[src/inc/clk_sel_pkg.sv]
/*
 * Constants for the system clock source selector: register offsets,
 * field positions, reset values, encodings and the switch state machine.
 * Assumes a 32-bit classic Wishbone register bus with byte addresses.
 */
package clk_sel_pkg;

    // Register byte offsets, one aligned word each
    localparam logic [3:0] ADDR_SYSTEM_CLOCK_CONTROL = 4'h0;
    localparam logic [3:0] ADDR_FAST_RC_CONTROL = 4'h4;
    localparam logic [3:0] ADDR_SLOW_XTAL_CONTROL = 4'h8;
    localparam logic [3:0] ADDR_CLOCK_STATUS = 4'hC;

    // system_clock_control fields
    localparam int SCC_CKS_LSB = 5;
    localparam int SCC_FHS_BIT = 3;
    localparam int SCC_FSS_BIT = 2;
    localparam int SCC_FHIDEN_BIT = 1;
    localparam int SCC_FSIDEN_BIT = 0;
    localparam logic [7:0] SCC_WRITE_MASK = 8'hEF;
    localparam logic [7:0] SCC_RESET = 8'h00;

    // fast_rc_control fields
    localparam int FAST_RC_CONTROL_FREQ_LSB = 0;
    localparam int FAST_RC_CONTROL_MISMATCH_BIT = 2;
    localparam int FAST_RC_CONTROL_OPTION_LSB = 4;
    localparam logic [7:0] FAST_RC_CONTROL_WRITE_MASK = 8'h03;
    localparam logic [7:0] FAST_RC_CONTROL_RESET = 8'h00;

    // slow_xtal_control fields
    localparam int LXTC_EN_BIT = 0;
    localparam int LXTC_PIN_OSC_BIT = 1;
    localparam int LXTC_READY_BIT = 2;
    localparam logic [7:0] LXTC_WRITE_MASK = 8'h03;
    localparam logic [7:0] LXTC_RESET = 8'h00;

    // sysclk_select_field code that picks the sub clock
    localparam logic [2:0] CKS_SUB = 3'h7;
    localparam logic [2:0] CKS_FULL = 3'h0;
    localparam int DIV_W = 6;

    // Slow crystal start-up, in slow crystal rising edges
    localparam int LXT_STARTUP_EDGES = 1024;

    // Synchroniser channel positions
    localparam int CH_HXT = 0;
    localparam int CH_FAST_INTERNAL_RC = 1;
    localparam int CH_LXT = 2;
    localparam int CH_SLOW_INTERNAL_RC = 3;
    localparam int CH_OPT_LSB = 4;
    localparam int N_SYNC = 6;

    typedef enum logic [1:0] {
        SW_RUN = 2'b01,
        SW_HOLD = 2'b10
    } sw_state_t;

    // Applied or requested clock selection
    typedef struct packed {
        logic off;
        logic low_speed_source_select;
        logic high_speed_source_select;
        logic [2:0] cks;
    } clk_sel_t;

endpackage

[src/inc/osc_sync_if.sv]
/*
 * Carrier between the clock selector and its input synchroniser.
 * Assumes all members are sampled on the selector's clock.
 */
`timescale 1ns/1ps
interface osc_sync_if #(
    parameter int N = 6
);
    logic [N-1:0] raw;
    logic [N-1:0] level;
    logic [N-1:0] rise;

    modport sync (input raw, output level, output rise);
    modport user (output raw, input level, input rise);
endinterface

[src/design/sys_clk_select.sv]
/*
 * System clock source selector: picks fast and slow sources, divides
 * the fast clock, gates clocks for halt modes and switches glitch-free.
 * Assumes oscillator inputs are free-running and asynchronous to clk_i,
 * which runs well above the fastest oscillator; halt_i and wdt_en_i come
 * from logic on clk_i. The generated clocks are sampled replicas, so
 * their edges carry up to one clk_i period of jitter.
 */
// Notes on behaviour
// Select field picks fast or slow path
// Low-speed select bit picks slow source
// High-speed select bit picks fast source
// Select field also sets clock frequency
// Always one fast, one slow source chosen
// Fast RC frequency from configuration option
// Software matches RC field to option
// Slow crystal waits start-up after enable
// Slow crystal gives fixed slow clock
// Pin bits choose crystal or I/O
// Oscillators also clock watchdog, time base
// Sleep stops system clock, any halt stops CPU clock
// Codes give fast clock down to 1/64
// All-ones code runs from sub clock
// Switching makes no glitched clock pulses
`timescale 1ns/1ps
module sys_clk_select #(
    parameter int LXT_STARTUP = clk_sel_pkg::LXT_STARTUP_EDGES
) (
    input wire logic clk_i,
    input wire logic rst_i,
    input wire logic cyc_i,
    input wire logic stb_i,
    input wire logic we_i,
    input wire logic [3:0] adr_i,
    input wire logic [3:0] sel_i,
    input wire logic [31:0] dat_i,
    output logic [31:0] dat_o,
    output logic ack_o,
    input wire logic fast_crystal_osc_i,
    input wire logic fast_internal_rc_i,
    input wire logic slow_crystal_osc_i,
    input wire logic slow_internal_rc_i,
    input wire logic [1:0] fast_rc_option_i,
    input wire logic halt_i,
    input wire logic wdt_en_i,
    output logic sys_clk_o,
    output logic cpu_clk_o,
    output logic wdt_clk_o,
    output logic time_base_clk_o,
    output logic fast_crystal_en_o,
    output logic fast_rc_en_o,
    output logic slow_crystal_en_o,
    output logic slow_rc_en_o,
    output logic slow_crystal_pins_osc_o,
    output logic slow_crystal_ready_o,
    output logic [1:0] fast_rc_freq_o
);
    localparam int LXT_W = $clog2(LXT_STARTUP + 1);
    localparam logic [LXT_W-1:0] LXT_DONE = LXT_W'(LXT_STARTUP);

    typedef struct packed {
        logic [7:0] system_clock_control;
        logic [7:0] fast_rc_control;
        logic [7:0] lxtc;
        logic ack;
        logic [31:0] dat;
        clk_sel_pkg::sw_state_t sw;
        clk_sel_pkg::clk_sel_t applied;
        logic [clk_sel_pkg::DIV_W-1:0] div_cnt;
        logic [LXT_W-1:0] lxt_cnt;
        logic lxt_ready;
        logic sys_clk;
        logic cpu_gate;
        logic cpu_clk;
        logic wdt_clk;
        logic tb_clk;
        logic hxt_en;
        logic fast_internal_rc_en;
        logic lxt_en;
        logic slow_internal_rc_en;
        logic pins_osc;
        logic [1:0] rc_freq;
    } sel_st_t;

    sel_st_t st;
    sel_st_t next_st;

    osc_sync_if #(.N(clk_sel_pkg::N_SYNC)) sif ();

    // All pin inputs pass the two-flop chain before use
    assign sif.raw = {fast_rc_option_i, slow_internal_rc_i, slow_crystal_osc_i,
                      fast_internal_rc_i, fast_crystal_osc_i};

    osc_sync #(
        .N(clk_sel_pkg::N_SYNC)
    ) u_sync (
        .clk_i(clk_i),
        .rst_i(rst_i),
        .sif(sif)
    );

    // Candidate clock level for a given selection
    function automatic logic cand_of(input clk_sel_pkg::clk_sel_t s,
                                     input logic [clk_sel_pkg::DIV_W-1:0] cnt,
                                     input logic [clk_sel_pkg::N_SYNC-1:0] lvl);
        logic fh;
        logic fsub;
        logic r;
        fh = s.high_speed_source_select ? lvl[clk_sel_pkg::CH_HXT] : lvl[clk_sel_pkg::CH_FAST_INTERNAL_RC];
        fsub = s.low_speed_source_select ? lvl[clk_sel_pkg::CH_LXT] : lvl[clk_sel_pkg::CH_SLOW_INTERNAL_RC];
        r = 1'b0;
        if (s.off) begin
            r = 1'b0;
        end else if (s.cks == clk_sel_pkg::CKS_SUB) begin
            r = fsub;
        end else if (s.cks == clk_sel_pkg::CKS_FULL) begin
            r = fh;
        end else begin
            // Bit n-1 of the edge counter has period 2^n fast edges
            r = cnt[s.cks - 3'h1];
        end
        return r;
    endfunction

    logic [2:0] cks_f;
    logic fhs_f;
    logic fss_f;
    logic fhiden;
    logic fsiden;
    logic fsys_on;
    logic fh_on;
    logic fsub_on;
    logic wb_req;
    logic [7:0] wdat;
    logic [1:0] opt;
    clk_sel_pkg::clk_sel_t req;
    logic req_ok;
    logic fh_rise;
    logic cand;

    // Field decode; encodings cover every code, so no path is empty
    always_comb begin
        cks_f = st.system_clock_control[clk_sel_pkg::SCC_CKS_LSB +: 3];
        fhs_f = st.system_clock_control[clk_sel_pkg::SCC_FHS_BIT];
        fss_f = st.system_clock_control[clk_sel_pkg::SCC_FSS_BIT];
        fhiden = st.system_clock_control[clk_sel_pkg::SCC_FHIDEN_BIT];
        fsiden = st.system_clock_control[clk_sel_pkg::SCC_FSIDEN_BIT];
        opt = sif.level[clk_sel_pkg::CH_OPT_LSB +: 2];
        wb_req = cyc_i & stb_i & ~st.ack;
        wdat = dat_i[7:0];
    end

    // Halt-mode clock availability: sleep and the idle variants
    always_comb begin
        if (!halt_i) begin
            fsys_on = 1'b1;
        end else if (fhiden && fsiden) begin
            fsys_on = 1'b1;
        end else if (fhiden) begin
            fsys_on = (cks_f != clk_sel_pkg::CKS_SUB);
        end else if (fsiden) begin
            fsys_on = (cks_f == clk_sel_pkg::CKS_SUB);
        end else begin
            fsys_on = 1'b0;
        end
        fh_on = !halt_i || fhiden;
        fsub_on = !halt_i || fsiden;
    end

    // Requested selection; slow crystal only once it has started
    always_comb begin
        req.off = ~fsys_on;
        req.low_speed_source_select = fss_f;
        req.high_speed_source_select = fhs_f;
        req.cks = cks_f;
        req_ok = !(fss_f && cks_f == clk_sel_pkg::CKS_SUB && !fsys_on == 1'b0
                   && !st.lxt_ready);
        fh_rise = st.applied.high_speed_source_select ? sif.rise[clk_sel_pkg::CH_HXT]
                                 : sif.rise[clk_sel_pkg::CH_FAST_INTERNAL_RC];
        cand = cand_of(st.applied, st.div_cnt, sif.level);
    end

    // Whole next state: bus, registers, oscillator control, switching
    always_comb begin
        next_st = st;

        // Classic Wishbone slave: one wait state, ack for one cycle
        next_st.ack = wb_req;
        next_st.dat = '0;
        if (wb_req && we_i && sel_i[0]) begin
            unique case (adr_i)
                clk_sel_pkg::ADDR_SYSTEM_CLOCK_CONTROL: begin
                    next_st.system_clock_control = wdat & clk_sel_pkg::SCC_WRITE_MASK;
                end
                clk_sel_pkg::ADDR_FAST_RC_CONTROL: begin
                    next_st.fast_rc_control = wdat & clk_sel_pkg::FAST_RC_CONTROL_WRITE_MASK;
                end
                clk_sel_pkg::ADDR_SLOW_XTAL_CONTROL: begin
                    next_st.lxtc = wdat & clk_sel_pkg::LXTC_WRITE_MASK;
                end
                default: begin
                    // Unmapped and read-only words ignore writes
                end
            endcase
        end
        if (wb_req && !we_i) begin
            unique case (adr_i)
                clk_sel_pkg::ADDR_SYSTEM_CLOCK_CONTROL: begin
                    next_st.dat[7:0] = st.system_clock_control;
                end
                clk_sel_pkg::ADDR_FAST_RC_CONTROL: begin
                    next_st.dat[7:0] = st.fast_rc_control;
                    // Flags a field that disagrees with the option
                    next_st.dat[clk_sel_pkg::FAST_RC_CONTROL_MISMATCH_BIT] =
                        (st.fast_rc_control[clk_sel_pkg::FAST_RC_CONTROL_FREQ_LSB +: 2] != st.rc_freq);
                    next_st.dat[clk_sel_pkg::FAST_RC_CONTROL_OPTION_LSB +: 2] = st.rc_freq;
                end
                clk_sel_pkg::ADDR_SLOW_XTAL_CONTROL: begin
                    next_st.dat[7:0] = st.lxtc;
                    next_st.dat[clk_sel_pkg::LXTC_READY_BIT] = st.lxt_ready;
                end
                clk_sel_pkg::ADDR_CLOCK_STATUS: begin
                    next_st.dat[5:0] = st.applied;
                    next_st.dat[6] = (st.sw == clk_sel_pkg::SW_HOLD);
                    next_st.dat[7] = halt_i;
                end
                default: begin
                    next_st.dat = '0;
                end
            endcase
        end

        // Fast RC runs at the option frequency, not the software field
        next_st.rc_freq = opt;

        // Fast oscillator enables follow selection and halt mode; slow crystal follows its register
        next_st.hxt_en = fhs_f & fh_on;
        next_st.fast_internal_rc_en = ~fhs_f & fh_on;
        next_st.lxt_en = st.lxtc[clk_sel_pkg::LXTC_EN_BIT]
                         & st.lxtc[clk_sel_pkg::LXTC_PIN_OSC_BIT];
        // Slow RC stays up for the watchdog even in sleep
        next_st.slow_internal_rc_en = (~fss_f & fsub_on) | wdt_en_i | !halt_i;
        next_st.pins_osc = st.lxtc[clk_sel_pkg::LXTC_PIN_OSC_BIT];

        // Start-up count in slow crystal edges; restart on disable
        if (!st.lxt_en) begin
            next_st.lxt_cnt = '0;
            next_st.lxt_ready = 1'b0;
        end else if (st.lxt_cnt == LXT_DONE) begin
            next_st.lxt_ready = 1'b1;
        end else if (sif.rise[clk_sel_pkg::CH_LXT]) begin
            next_st.lxt_cnt = st.lxt_cnt + LXT_W'(1);
        end

        // Divider counts edges of the applied fast source
        if (fh_rise) begin
            next_st.div_cnt = st.div_cnt + clk_sel_pkg::DIV_W'(1);
        end

        // Glitch-free switch: leave only at a low level, hold low,
        // and enter the new source only while it is low as well
        unique case (st.sw)
            clk_sel_pkg::SW_RUN: begin
                if (req != st.applied && req_ok && !cand) begin
                    next_st.applied = req;
                    next_st.sw = clk_sel_pkg::SW_HOLD;
                end
            end
            clk_sel_pkg::SW_HOLD: begin
                if (!cand) begin
                    next_st.sw = clk_sel_pkg::SW_RUN;
                end
            end
        endcase
        next_st.sys_clk = (st.sw == clk_sel_pkg::SW_RUN) ? cand : 1'b0;

        // CPU gate moves only while the system clock is low
        if (!next_st.sys_clk) begin
            next_st.cpu_gate = ~halt_i;
        end
        next_st.cpu_clk = next_st.sys_clk & next_st.cpu_gate;

        // Watchdog and time base clocks from the slow sources
        next_st.wdt_clk = sif.level[clk_sel_pkg::CH_SLOW_INTERNAL_RC] & next_st.slow_internal_rc_en;
        next_st.tb_clk = fsub_on & (fss_f ? (sif.level[clk_sel_pkg::CH_LXT] & st.lxt_ready)
                                          : sif.level[clk_sel_pkg::CH_SLOW_INTERNAL_RC]);
    end

    // Single state register, synchronous reset to constants
    always_ff @(posedge clk_i) begin
        if (rst_i) begin
            st <= '0;
            st.system_clock_control <= clk_sel_pkg::SCC_RESET;
            st.fast_rc_control <= clk_sel_pkg::FAST_RC_CONTROL_RESET;
            st.lxtc <= clk_sel_pkg::LXTC_RESET;
            st.sw <= clk_sel_pkg::SW_RUN;
            st.cpu_gate <= 1'b1;
        end else begin
            st <= next_st;
        end
    end

    // Every output straight from the state register
    assign dat_o = st.dat;
    assign ack_o = st.ack;
    assign sys_clk_o = st.sys_clk;
    assign cpu_clk_o = st.cpu_clk;
    assign wdt_clk_o = st.wdt_clk;
    assign time_base_clk_o = st.tb_clk;
    assign fast_crystal_en_o = st.hxt_en;
    assign fast_rc_en_o = st.fast_internal_rc_en;
    assign slow_crystal_en_o = st.lxt_en;
    assign slow_rc_en_o = st.slow_internal_rc_en;
    assign slow_crystal_pins_osc_o = st.pins_osc;
    assign slow_crystal_ready_o = st.lxt_ready;
    assign fast_rc_freq_o = st.rc_freq;
endmodule // sys_clk_select

[src/design/osc_sync.sv]
/*
 * Two-flop synchroniser with a third stage for rising edge detection.
 * Assumes raw inputs are asynchronous to clk_i.
 */
`timescale 1ns/1ps
module osc_sync #(
    parameter int N = 6
) (
    input wire logic clk_i,
    input wire logic rst_i,
    osc_sync_if.sync sif
);
    typedef struct packed {
        logic [N-1:0] s1;
        logic [N-1:0] s2;
        logic [N-1:0] s3;
    } sync_st_t;

    sync_st_t st;
    sync_st_t next_st;

    // Shift chain; second stage feeds level, third only edge detect
    always_comb begin
        next_st.s1 = sif.raw;
        next_st.s2 = st.s1;
        next_st.s3 = st.s2;
    end

    always_ff @(posedge clk_i) begin
        if (rst_i) begin
            st <= '0;
        end else begin
            st <= next_st;
        end
    end

    // Edge per channel from the settled stages
    for (genvar i = 0; i < N; i++) begin : g_edge
        assign sif.level[i] = st.s2[i];
        assign sif.rise[i] = st.s2[i] & ~st.s3[i];
    end
endmodule // osc_sync

[config.mk]
export PLATFORM = sky130hd
export DESIGN_NAME = sys_clk_select
export DESIGN_NICKNAME = d
export VERILOG_FILES = /design/src/inc/clk_sel_pkg.sv /design/src/inc/osc_sync_if.sv /design/src/design/sys_clk_select.sv /design/src/design/osc_sync.sv
export SDC_FILE = /design/constraint.sdc
export NUM_CORES = 1
export LEC_CHECK = 0
export ABC_CLOCK_PERIOD_IN_PS = 3900
export BUFFER_PORTS_ARGS = -buffer_cell sky130_fd_sc_hd__buf_2
export CAP_MARGIN = 20
export CORE_ASPECT_RATIO = 1.2
export CORE_MARGIN = 5
export CORE_UTILIZATION = 55
export DETAILED_ROUTE_END_ITERATION = 6
export PLACE_DENSITY = 0.85
export SETUP_SLACK_MARGIN = 0.02
export SLEW_MARGIN = 20
export SYNTH_ARGS = -nofsm -noshare
export SYNTH_HDL_FRONTEND = slang
export SYNTH_SLANG_ARGS = --single-unit
[constraint.sdc]
create_clock -name clk_i -period 3.9 [get_ports clk_i]
set_clock_uncertainty 0.15 [all_clocks]
set_input_delay 0.195 -clock clk_i [delete_from_list [all_inputs] [get_ports clk_i]]
set_output_delay 0.195 -clock clk_i [all_outputs]
set_load 0.01 [all_outputs]
## After elaboration in Yosys (flattened, before gate mapping)

Cells that the tools add are included.
Widths: inputs -> output; s select.

| cells by class | value |
|---|---|
| multiplexer cells | 19 |
| bitwise logic cells | 26 |
| add/subtract/negate cells | 3 |
| reductions and logical operators | 26 |
| magnitude comparators | 1 |
| equal/unequal tests | 13 |

Operators by type and width:

| cell | number |
|---|---|
| $pmux 8 s4 | 1 |
| $mux 1 | 14 |
| $and 1x1->1 | 13 |
| $reduce_and 2->1 | 6 |
| $add 11x1->11 const B | 1 |
| $eq 11x11->1 const B | 1 |
| $not 1->1 | 11 |
| $logic_and 1x1->1 | 9 |
| $eq 4x4->1 const B | 2 |
| $mux 8 | 1 |
| $add 6x1->6 const B | 1 |
| $eq 3x3->1 const B | 2 |
| $ne 6x6->1 | 1 |
| $logic_not 1->1 | 5 |
| $eq 4x3->1 const B | 1 |
| $logic_not 4->1 | 1 |
| $lt 3x4->1 const B | 1 |
| $ne 2x2->1 const B | 2 |
| $pmux 2 s2 | 1 |
| $reduce_or 2->1 | 2 |
| $bmux 1 s3 | 1 |
| $logic_not 3->1 | 1 |
| $ne 3x3->1 const B | 1 |
| $sub 3x1->3 const B | 1 |
| other kinds (6) | 8 |

| storage, ports and cells | value |
|---|---|
| register bits after elaboration | 97 |
| input bits | 53 |
| output and inout bits | 45 |

## Depth between registers and ports, before layout

Gate-level depths: netlist (run 1).

| depth | value |
|---|---|
| depth in word-level cells | 12 |
| mapped depth | 8 |

## Cells and area by module

A second synthesis (run 1) with hierarchy kept.

| second synthesis, totals | value |
|---|---|
| cells, all modules | 360 |
| area, all modules | 3450.8 um2 |

Modules (own cells, without submodules):

| module | cells an instance | area each (um2) | instances | seq. area each (um2) |
|---|---|---|---|---|
| sys_clk_select | 311 | 2879.0 | 1 | 1161.1 |
| osc_sync | 49 | 571.8 | 1 | 360.3 |

## Worst setup path after synthesis (run 1)

OpenSTA, ideal clock, no wires.

| timing path | value |
|---|---|
| path kind | register to register |
| start point | reg st[30] (netlist name) |
| end point | reg st[36] (netlist name) |
| stages on the path, launching flop included | 9 |
| path slack | 1.665 ns |
| arrival | 1.963 ns |
| period minus slack after synthesis | 2.235 ns |
| buffers on the path | 1 |
| path through | dfxtp_1 > buf_6 > inv_1 > ha_1 > mux4_2 > a21o_1 > a41oi_4 > o211ai_2 > a221o_1 |

| between the ends | value |
|---|---|
| longest elaborated chain between the ends | 10 |
| elaborated cells between the ends (all ways) | 15 |
| classes of those cells | add/sub (1); eq/ne (4); mux (5); reduce/logical (5) |

RTL lines:

| what | line | RTL |
|---|---|---|
| from (decl) | sys_clk_select.sv:85 | `sel_st_t st;` |
| from (signal assigned) | sys_clk_select.sv:299 | `st <= next_st;` |
| $sub 3x1->3 | sys_clk_select.sv:120 | `r = cnt[s.cks - 3'h1];` |
| $bmux 1 s3 | sys_clk_select.sv:120 |  |
| $mux 1 (implied by the code) | sys_clk_select.sv:120 |  |
| $mux 1 | sys_clk_select.sv:116 | `end else if (s.cks == clk_sel_pkg::CKS_FULL) begin` |
| $mux 1 | sys_clk_select.sv:114 | `end else if (s.cks == clk_sel_pkg::CKS_SUB) begin` |
| $mux 1 | sys_clk_select.sv:112 | `if (s.off) begin` |
| $logic_not 1->1 | -- |  |
| $logic_and 1x1->1 | sys_clk_select.sv:264 | `if (req != st.applied && req_ok && !cand) begin` |
| $ne 2x2->1 (no source line) | -- |  |
| $reduce_and 2->1 (no source line) * | -- |  |

Mark *: on every way between the ends. The rest lies on a longest branch, timed or not. The select of a mux whose other input is x is not followed.
A chain may end at the register's enable or synchronous reset.

## Final worst setup path (run 1)

| timing path | value |
|---|---|
| start point | reg st[30] (netlist name) |
| end point | reg st[35] (netlist name) |

| between the ends | value |
|---|---|
| longest elaborated chain between the ends | 9 |
| elaborated cells between the ends (all ways) | 13 |
| classes of those cells | add/sub (1); eq/ne (2); mux (5); reduce/logical (5) |

RTL lines:

| what | line |
|---|---|
| $sub 3x1->3 | sys_clk_select.sv:120 |
| $bmux 1 s3 | sys_clk_select.sv:120 |
| $mux 1 (implied by the code) | sys_clk_select.sv:120 |
| $mux 1 | sys_clk_select.sv:116 |
| $mux 1 | sys_clk_select.sv:114 |
| $mux 1 | sys_clk_select.sv:112 |
| $logic_not 1->1 | -- |
| $logic_and 1x1->1 * | sys_clk_select.sv:264 |
| $reduce_and 2->1 (no source line) * | -- |

Marks and branches as above.

==> results of run 1 <==
-- area by class of cell --
type	instances	area, µm²	area share
clock buffers	12	155	0.0415
clock inverters	4	27.5	0.00736
inverters	8	30.0	0.00802
multi-input cells	247	1590	0.425
flip-flops and latches	73	1460	0.391
well taps	82	103	0.0274
repair buffers	60	375	0.100
-- registers in the layout, summed over array words and instances (netlist names), 2 cells and up --
register,count
dat_o,8
st,29
u_sync.next_st,6
u_sync.sif.level,6
cks_f,3
u_sync.st,3
fast_rc_freq_o,2
-- power groups by stage --
stage / Combinational, mW / Sequential [mW] / Clock (mW)
2_1_floorplan: 0.0857 / 0.784 / 0
3_3_place_gp: 0.0922 / 0.784 / 0
3_5_place_dp: 0.0961 / 0.785 / 0
4_1_cts: 0.108 / 0.768 / 0.550
5_1_grt: 0.120 / 0.769 / 0.585
6_report: 0.109 / 0.768 / 0.536
-- Yosys cell counts (4+ instances only) --
cell type | instances | share of area
dfxtp_1 | 73 | 0.44
nor3_1 | 6 | 0.0091
inv_1 | 8 | 0.0091
ha_1 | 6 | 0.023
nand2b_1 | 17 | 0.032
mux2i_1 | 17 | 0.051
nor2b_1 | 24 | 0.045
nand3_1 | 10 | 0.015
clkbuf_1 | 12 | 0.014
xnor2_1 | 7 | 0.019
and3_1 | 5 | 0.0095
xor2_1 | 13 | 0.034
nor2_1 | 33 | 0.037
nand4_1 | 5 | 0.0095
nor3b_1 | 4 | 0.0091
buf_4 | 34 | 0.077
a21oi_1 | 15 | 0.023
nand2_1 | 25 | 0.028
-- worst paths after layout --
path                             startpoint                      endpoint  cells after the start  slack [ns]
max                     st[30]$_SDFFE_PP0P_           st[35]$_SDFFE_PP0P_                      7        1.42
min                                    we_i           dat_o[1]$_SDFF_PP0_                      3        0.04
max reg2reg             st[30]$_SDFFE_PP0P_           st[35]$_SDFFE_PP0P_                      7        1.42
min reg2reg  u_sync.sif.level[4]$_SDFF_PP0_  fast_rc_freq_o[0]$_SDFF_PP0_                      1        0.29
-- logic make-up (layout without fill, tap and decap cells) --
group,Yosys count,count (layout),synth area share
AO/OA/AOI/OAI,32,32,0.0730
XOR/XNOR,20,20,0.0530
adder cells (fa/ha/maj),6,6,0.0227
buffers and inverters,55,84,0.103
flip-flops,73,73,0.442
multiplexers,21,21,0.0753
other,1,24,0.00113
AND/OR/NAND/NOR,144,144,0.230
-- timing repair --
action	in CTS	in global routing
hold buffers	15	0
gates resized for setup	0	0
endpoints found under the hold margin	17	0
setup endpoints to repair	0	0
-- stage by stage --
step	hold slack (ns)	cells	total power, mW	utilization	instance area [µm²]
finish	0.0388	486	1.41	0.631	3740
global route	0.0407	486	1.47	0.631	3740
CTS	0.0240	486	1.43	0.631	3740
detailed placement	0.258	455	0.881	0.575	3410
global placement	0.251	455	0.876	0.575	3410
floorplan	0.144	375	0.869	-	3390
-- metal layers --
| layer | global-route usage | vias up | routed length, µm |
|---|---|---|---|
| met1 | 0.211 | 1166 | 2530 |
| li1 | - | 1218 | - |
| met5 | 0 | - | 0 |
| met3 | 0.0458 | 10 | 461 |
| met2 | 0.347 | 80 | 3560 |
| met4 | 0.0746 | 0 | 108 |
-- critical path, cell delays in order (launching register included) --
cell and delay [ns]:
dfxtp_1 0.50, inv_1 0.12, ha_1 0.33, mux4_2 0.29
a21o_1 0.20, a41oi_4 0.31, o2111ai_4 0.26, mux2i_1 0.19
==> results.toml, run 1 <==
[power_and_ir_drop]
p_seq_frac = 0.543
p_leak_nw = 1.54
combPwrFrac = 0.077
p_switching_mw = 0.341
p_per_area_mw_per_mm2 = 378
p_int_mw = 1.07
sw_frac_of_total = 0.241
ir_drop_v = 0.000161
pwr-share-clk = 0.379

[synth]
synth.avg_cell_area_um2 = 9.39
async_flop_share = 0
synth_warnings = 0
ys_seq_area_frac = 0.442
synth-edff-count = 0
synth_flop_cell = "dfxtp_1"
synth-seq-cells = 73
yosys.cell_types.count = 43
syn_inst = 352
syn_area_mm2 = 0.00331

[sta]
fin_crit_ns = 2.48
finalWorstSetupSlack_ns = 1.42
timing.fmax_ghz = 0.403
tightest_slew_ns = 0.998
slew_viol_final = 0
rsz0062_at_grt = "no"
fin_setup_tns_ns = 0
slew_headroom = 0.329
finalCritPeriodShare = 0.636
hold_viol = 0
setup_viol = 0

[worst_setup_path]
path_max_fanout = 7
worstSetupStartpointType = "flip-flop"
crit_type = "flip-flop to flip-flop"
critPathCaptureType = "flip-flop"
cp.arrival_ns = 2.55
required_ns = 3.97

[global_routing]
grt_use_total = 0.191
grt_max_degree = 61
grt_pass1_wl_um = 11100
grt_pass1_vias = 2470
grt_overflow = 0
antenna_found_initial = 0

[floorplanning]
start_util = 0.557
die-area_mm2 = 0.00767
core-area_mm2 = 0.00593
rows = 31
die_x_um = 80.8
io_pins = 98
fp.dieH_um = 94.9

[route]
drc = 0
avgRoutedWirePerCell_um = 13.7
dr.pass1.iters = 4
vias = 2474
wl_um = 6670
vias_per_cell = 5.09
ant_nets = 0
drt_first_iter_violations = 130

[cts]
cts.clk_slew.worst_paths_ns = 0.07
root_buffer = "clkbuf_8"
ctsLongestPathBuffers = 2
post_cts_buffers = 0
cts_sinks = 73
htreeDepth = 3
tritoncts = "yes"
numCtsBuffers = 9
clk_latency_ns = 0.35

[final_layout]
drive_gt1_frac = 0.171
area_growth_syn_to_layout_pct = 13.2
diodes = 0
final_cell_mix = "73 x dfxtp_1, 45 x buf_2, 33 x nor2_1"
fillers = 509
finish.net_count = 458
final_common_cell = "dfxtp_1"

[place]
io_buffers = 45
pre_cts_slack_ns = 1.42
gp_congestion = 0.868
dp.final_hpwl_um = 4680

[run_status]
status = "finished, final reports clean"

[flow_run]
max-cap-violations = 0

[hold_path]
hold_path_class = "primary input to flip-flop"
Power figures use the tool's default switching activity.
==> inputs of run 2 (changes only) <==
ABC_CLOCK_PERIOD_IN_PS = 2100   (was 3900)
CORE_UTILIZATION = 46   (was 55)
PLACE_DENSITY = 0.76   (was 0.85)
clock period = 2.1 ns   (was 3.9 ns; I/O delays follow)
==> run 2 against run 1 <==
Compared with the run above: clock-buffer cell count unchanged; via count increased by 1.5%; routed wire length increased by 1.9%; maximum frequency increased by 16%; largest power group unchanged; global-route usage decreased by 3.4 points; the run now ends with negative setup slack left; die area increased by 17%.
==> results.toml, run 2 (synthesis gave the netlist of run 1 again) <==
[global_routing]
grt_pass1_vias = 2451
grt_pass1_wl_um = 11000
grt_use_total = 0.157
antenna_found_initial = 0
grt_overflow = 0
grt_max_degree = 37

[final_layout]
area_growth_syn_to_layout_pct = 22.3
drive_gt1_frac = 0.214
fillers = 627
multi_input_area_mm2 = 0.00162
final_cell_mix = "71 x dfxtp_1, 45 x buf_2, 33 x nor2_1"
diodes = 0
final_area_mm2 = 0.00405
regMostFlops = "st"
final_common_cell = "dfxtp_1"
largest_reg_flops = 29
seqCellArea_mm2 = 0.00147
finish.net_count = 484
layout.cells.non_filler = 517

[route]
ant_nets = 0
vias_per_cell = 4.86
vias = 2511
avgRoutedWirePerCell_um = 13.1
drc = 0
drt_first_iter_violations = 113
wl_um = 6790
dr.pass1.iters = 4

[place]
gp_congestion = 0.849
dp.final_hpwl_um = 4640
dpl_cell_area_mm2 = 0.00355
io_buffers = 45
dp.cells = 475

[power_and_ir_drop]
ir_drop_v = 0.000493
p_leak_nw = 1.70
p_per_area_mw_per_mm2 = 706

[sta]
rsz0062_at_grt = "yes"
hold_viol = 0
slew_headroom = 0.647
fin_crit_ns = 2.13
slew_viol_final = 0
setup_viol = 7
finalCritPeriodShare = 1.01
tightest_slew_ns = 0.530
fin_hold_ws_ns = 0.0275
fin_setup_tns_ns = -0.0962
timing.fmax_ghz = 0.470
finalWorstSetupSlack_ns = -0.0295

[worst_setup_path]
required_ns = 2.17
crit_end = "st[30]$_SDFFE_PP0P_"
r2r_start = "st[30]$_SDFFE_PP0P_"
r2r-end = "st[30]$_SDFFE_PP0P_"
worst-r2r-setup-slack_ns = -0.03
reg2reg_depth = 7
worstSetupStartpointType = "flip-flop"
cp.arrival_ns = 2.20
cp-startpoint = "st[30]$_SDFFE_PP0P_"
crit_type = "flip-flop to flip-flop"
critPathCaptureType = "flip-flop"
path_max_fanout = 6

[cts]
htreeDepth = 3
clk_latency_ns = 0.35
cts_sinks = 73
cts.clk_slew.worst_paths_ns = 0.08
tritoncts = "yes"
ctsLongestPathBuffers = 2
numCtsBuffers = 9
root_buffer = "clkbuf_8"

[run_status]
violations = "negative setup slack"
status = "complete, but fails checks"

[floorplanning]
die-area_mm2 = 0.00899
die_x_um = 87.4
core-area_mm2 = 0.00694
io_pins = 98
start_util = 0.477
fp.dieH_um = 103
rows = 33

[hold_path]
hold_path_class = "primary input to flip-flop"
min_from = "rst_i"

[flow_run]
max-cap-violations = 0
==> run 2: worst min path at each step <==
stage	end	slack, ns	cells after the start
after floorplan	ack_o$_SDFF_PP0_	0.05	1
after global placement	u_sync.next_st[6]$_SDFF_PP0_	0.16	2
after detailed placement	u_sync.next_st[6]$_SDFF_PP0_	0.17	2
after CTS	st[71]$_SDFFE_PP0P_	0.01	2
after global routing	st[28]$_SDFFE_PP0P_	0.06	2
final	st[71]$_SDFFE_PP0P_	0.03	2
==> run 2: per-layer routing <==
metal / global-route usage / part of all wire
met4: 0.0673 / 0.018
met3: 0.0504 / 0.054
met5: 0 / 0
met2: 0.267 / 0.50
met1: 0.179 / 0.43
==> run 2: per-stage QoR <==
step           power [mW]  setup WS, ns  utilization
2_1_floorplan        1.62       -0.0490            -
3_3_place_gp         1.63       -0.0229        0.511
3_5_place_dp         1.64       -0.0923        0.511
4_1_cts              2.89       -0.0796        0.579
5_1_grt              2.98        -0.149        0.583
6_report             2.86       -0.0295        0.583
==> run 2: what timing repair did <==
item	CTS	global route
gates cloned	0	0
pin swaps	1	2
hold buffers	24	0
setup buffers	1	1
endpoints found under the hold margin	27	0
gates resized for setup	2	3
setup endpoints to repair	9	10
==> run 2: worst max-delay path, stage by stage (launching register included) <==
cell and delay [ns]:
dfxtp_4 0.37, inv_4 0.04, ha_4 0.26, mux4_2 0.29, a21o_1 0.20, a41oi_4 0.25, o2111ai_4 0.25, mux2i_1 0.19
==> run 2: area by class of cell <==
class                           instances  share of cell area
Sequential cell                        73               0.363
Clock inverter                          4              0.0189
Clock buffer                           12              0.0359
Inverter                                8             0.00804
Timing Repair Buffer                   86               0.147
Multi-Input combinational cell        247               0.401
Tap cell                               87              0.0269
==> run 2: power breakdown <==
group          switching (mW)  internal, mW  total [mW]
registers              0.0138          1.41        1.42
logic                   0.115         0.106       0.221
clock network           0.507         0.704        1.21
total                   0.636          2.22        2.86
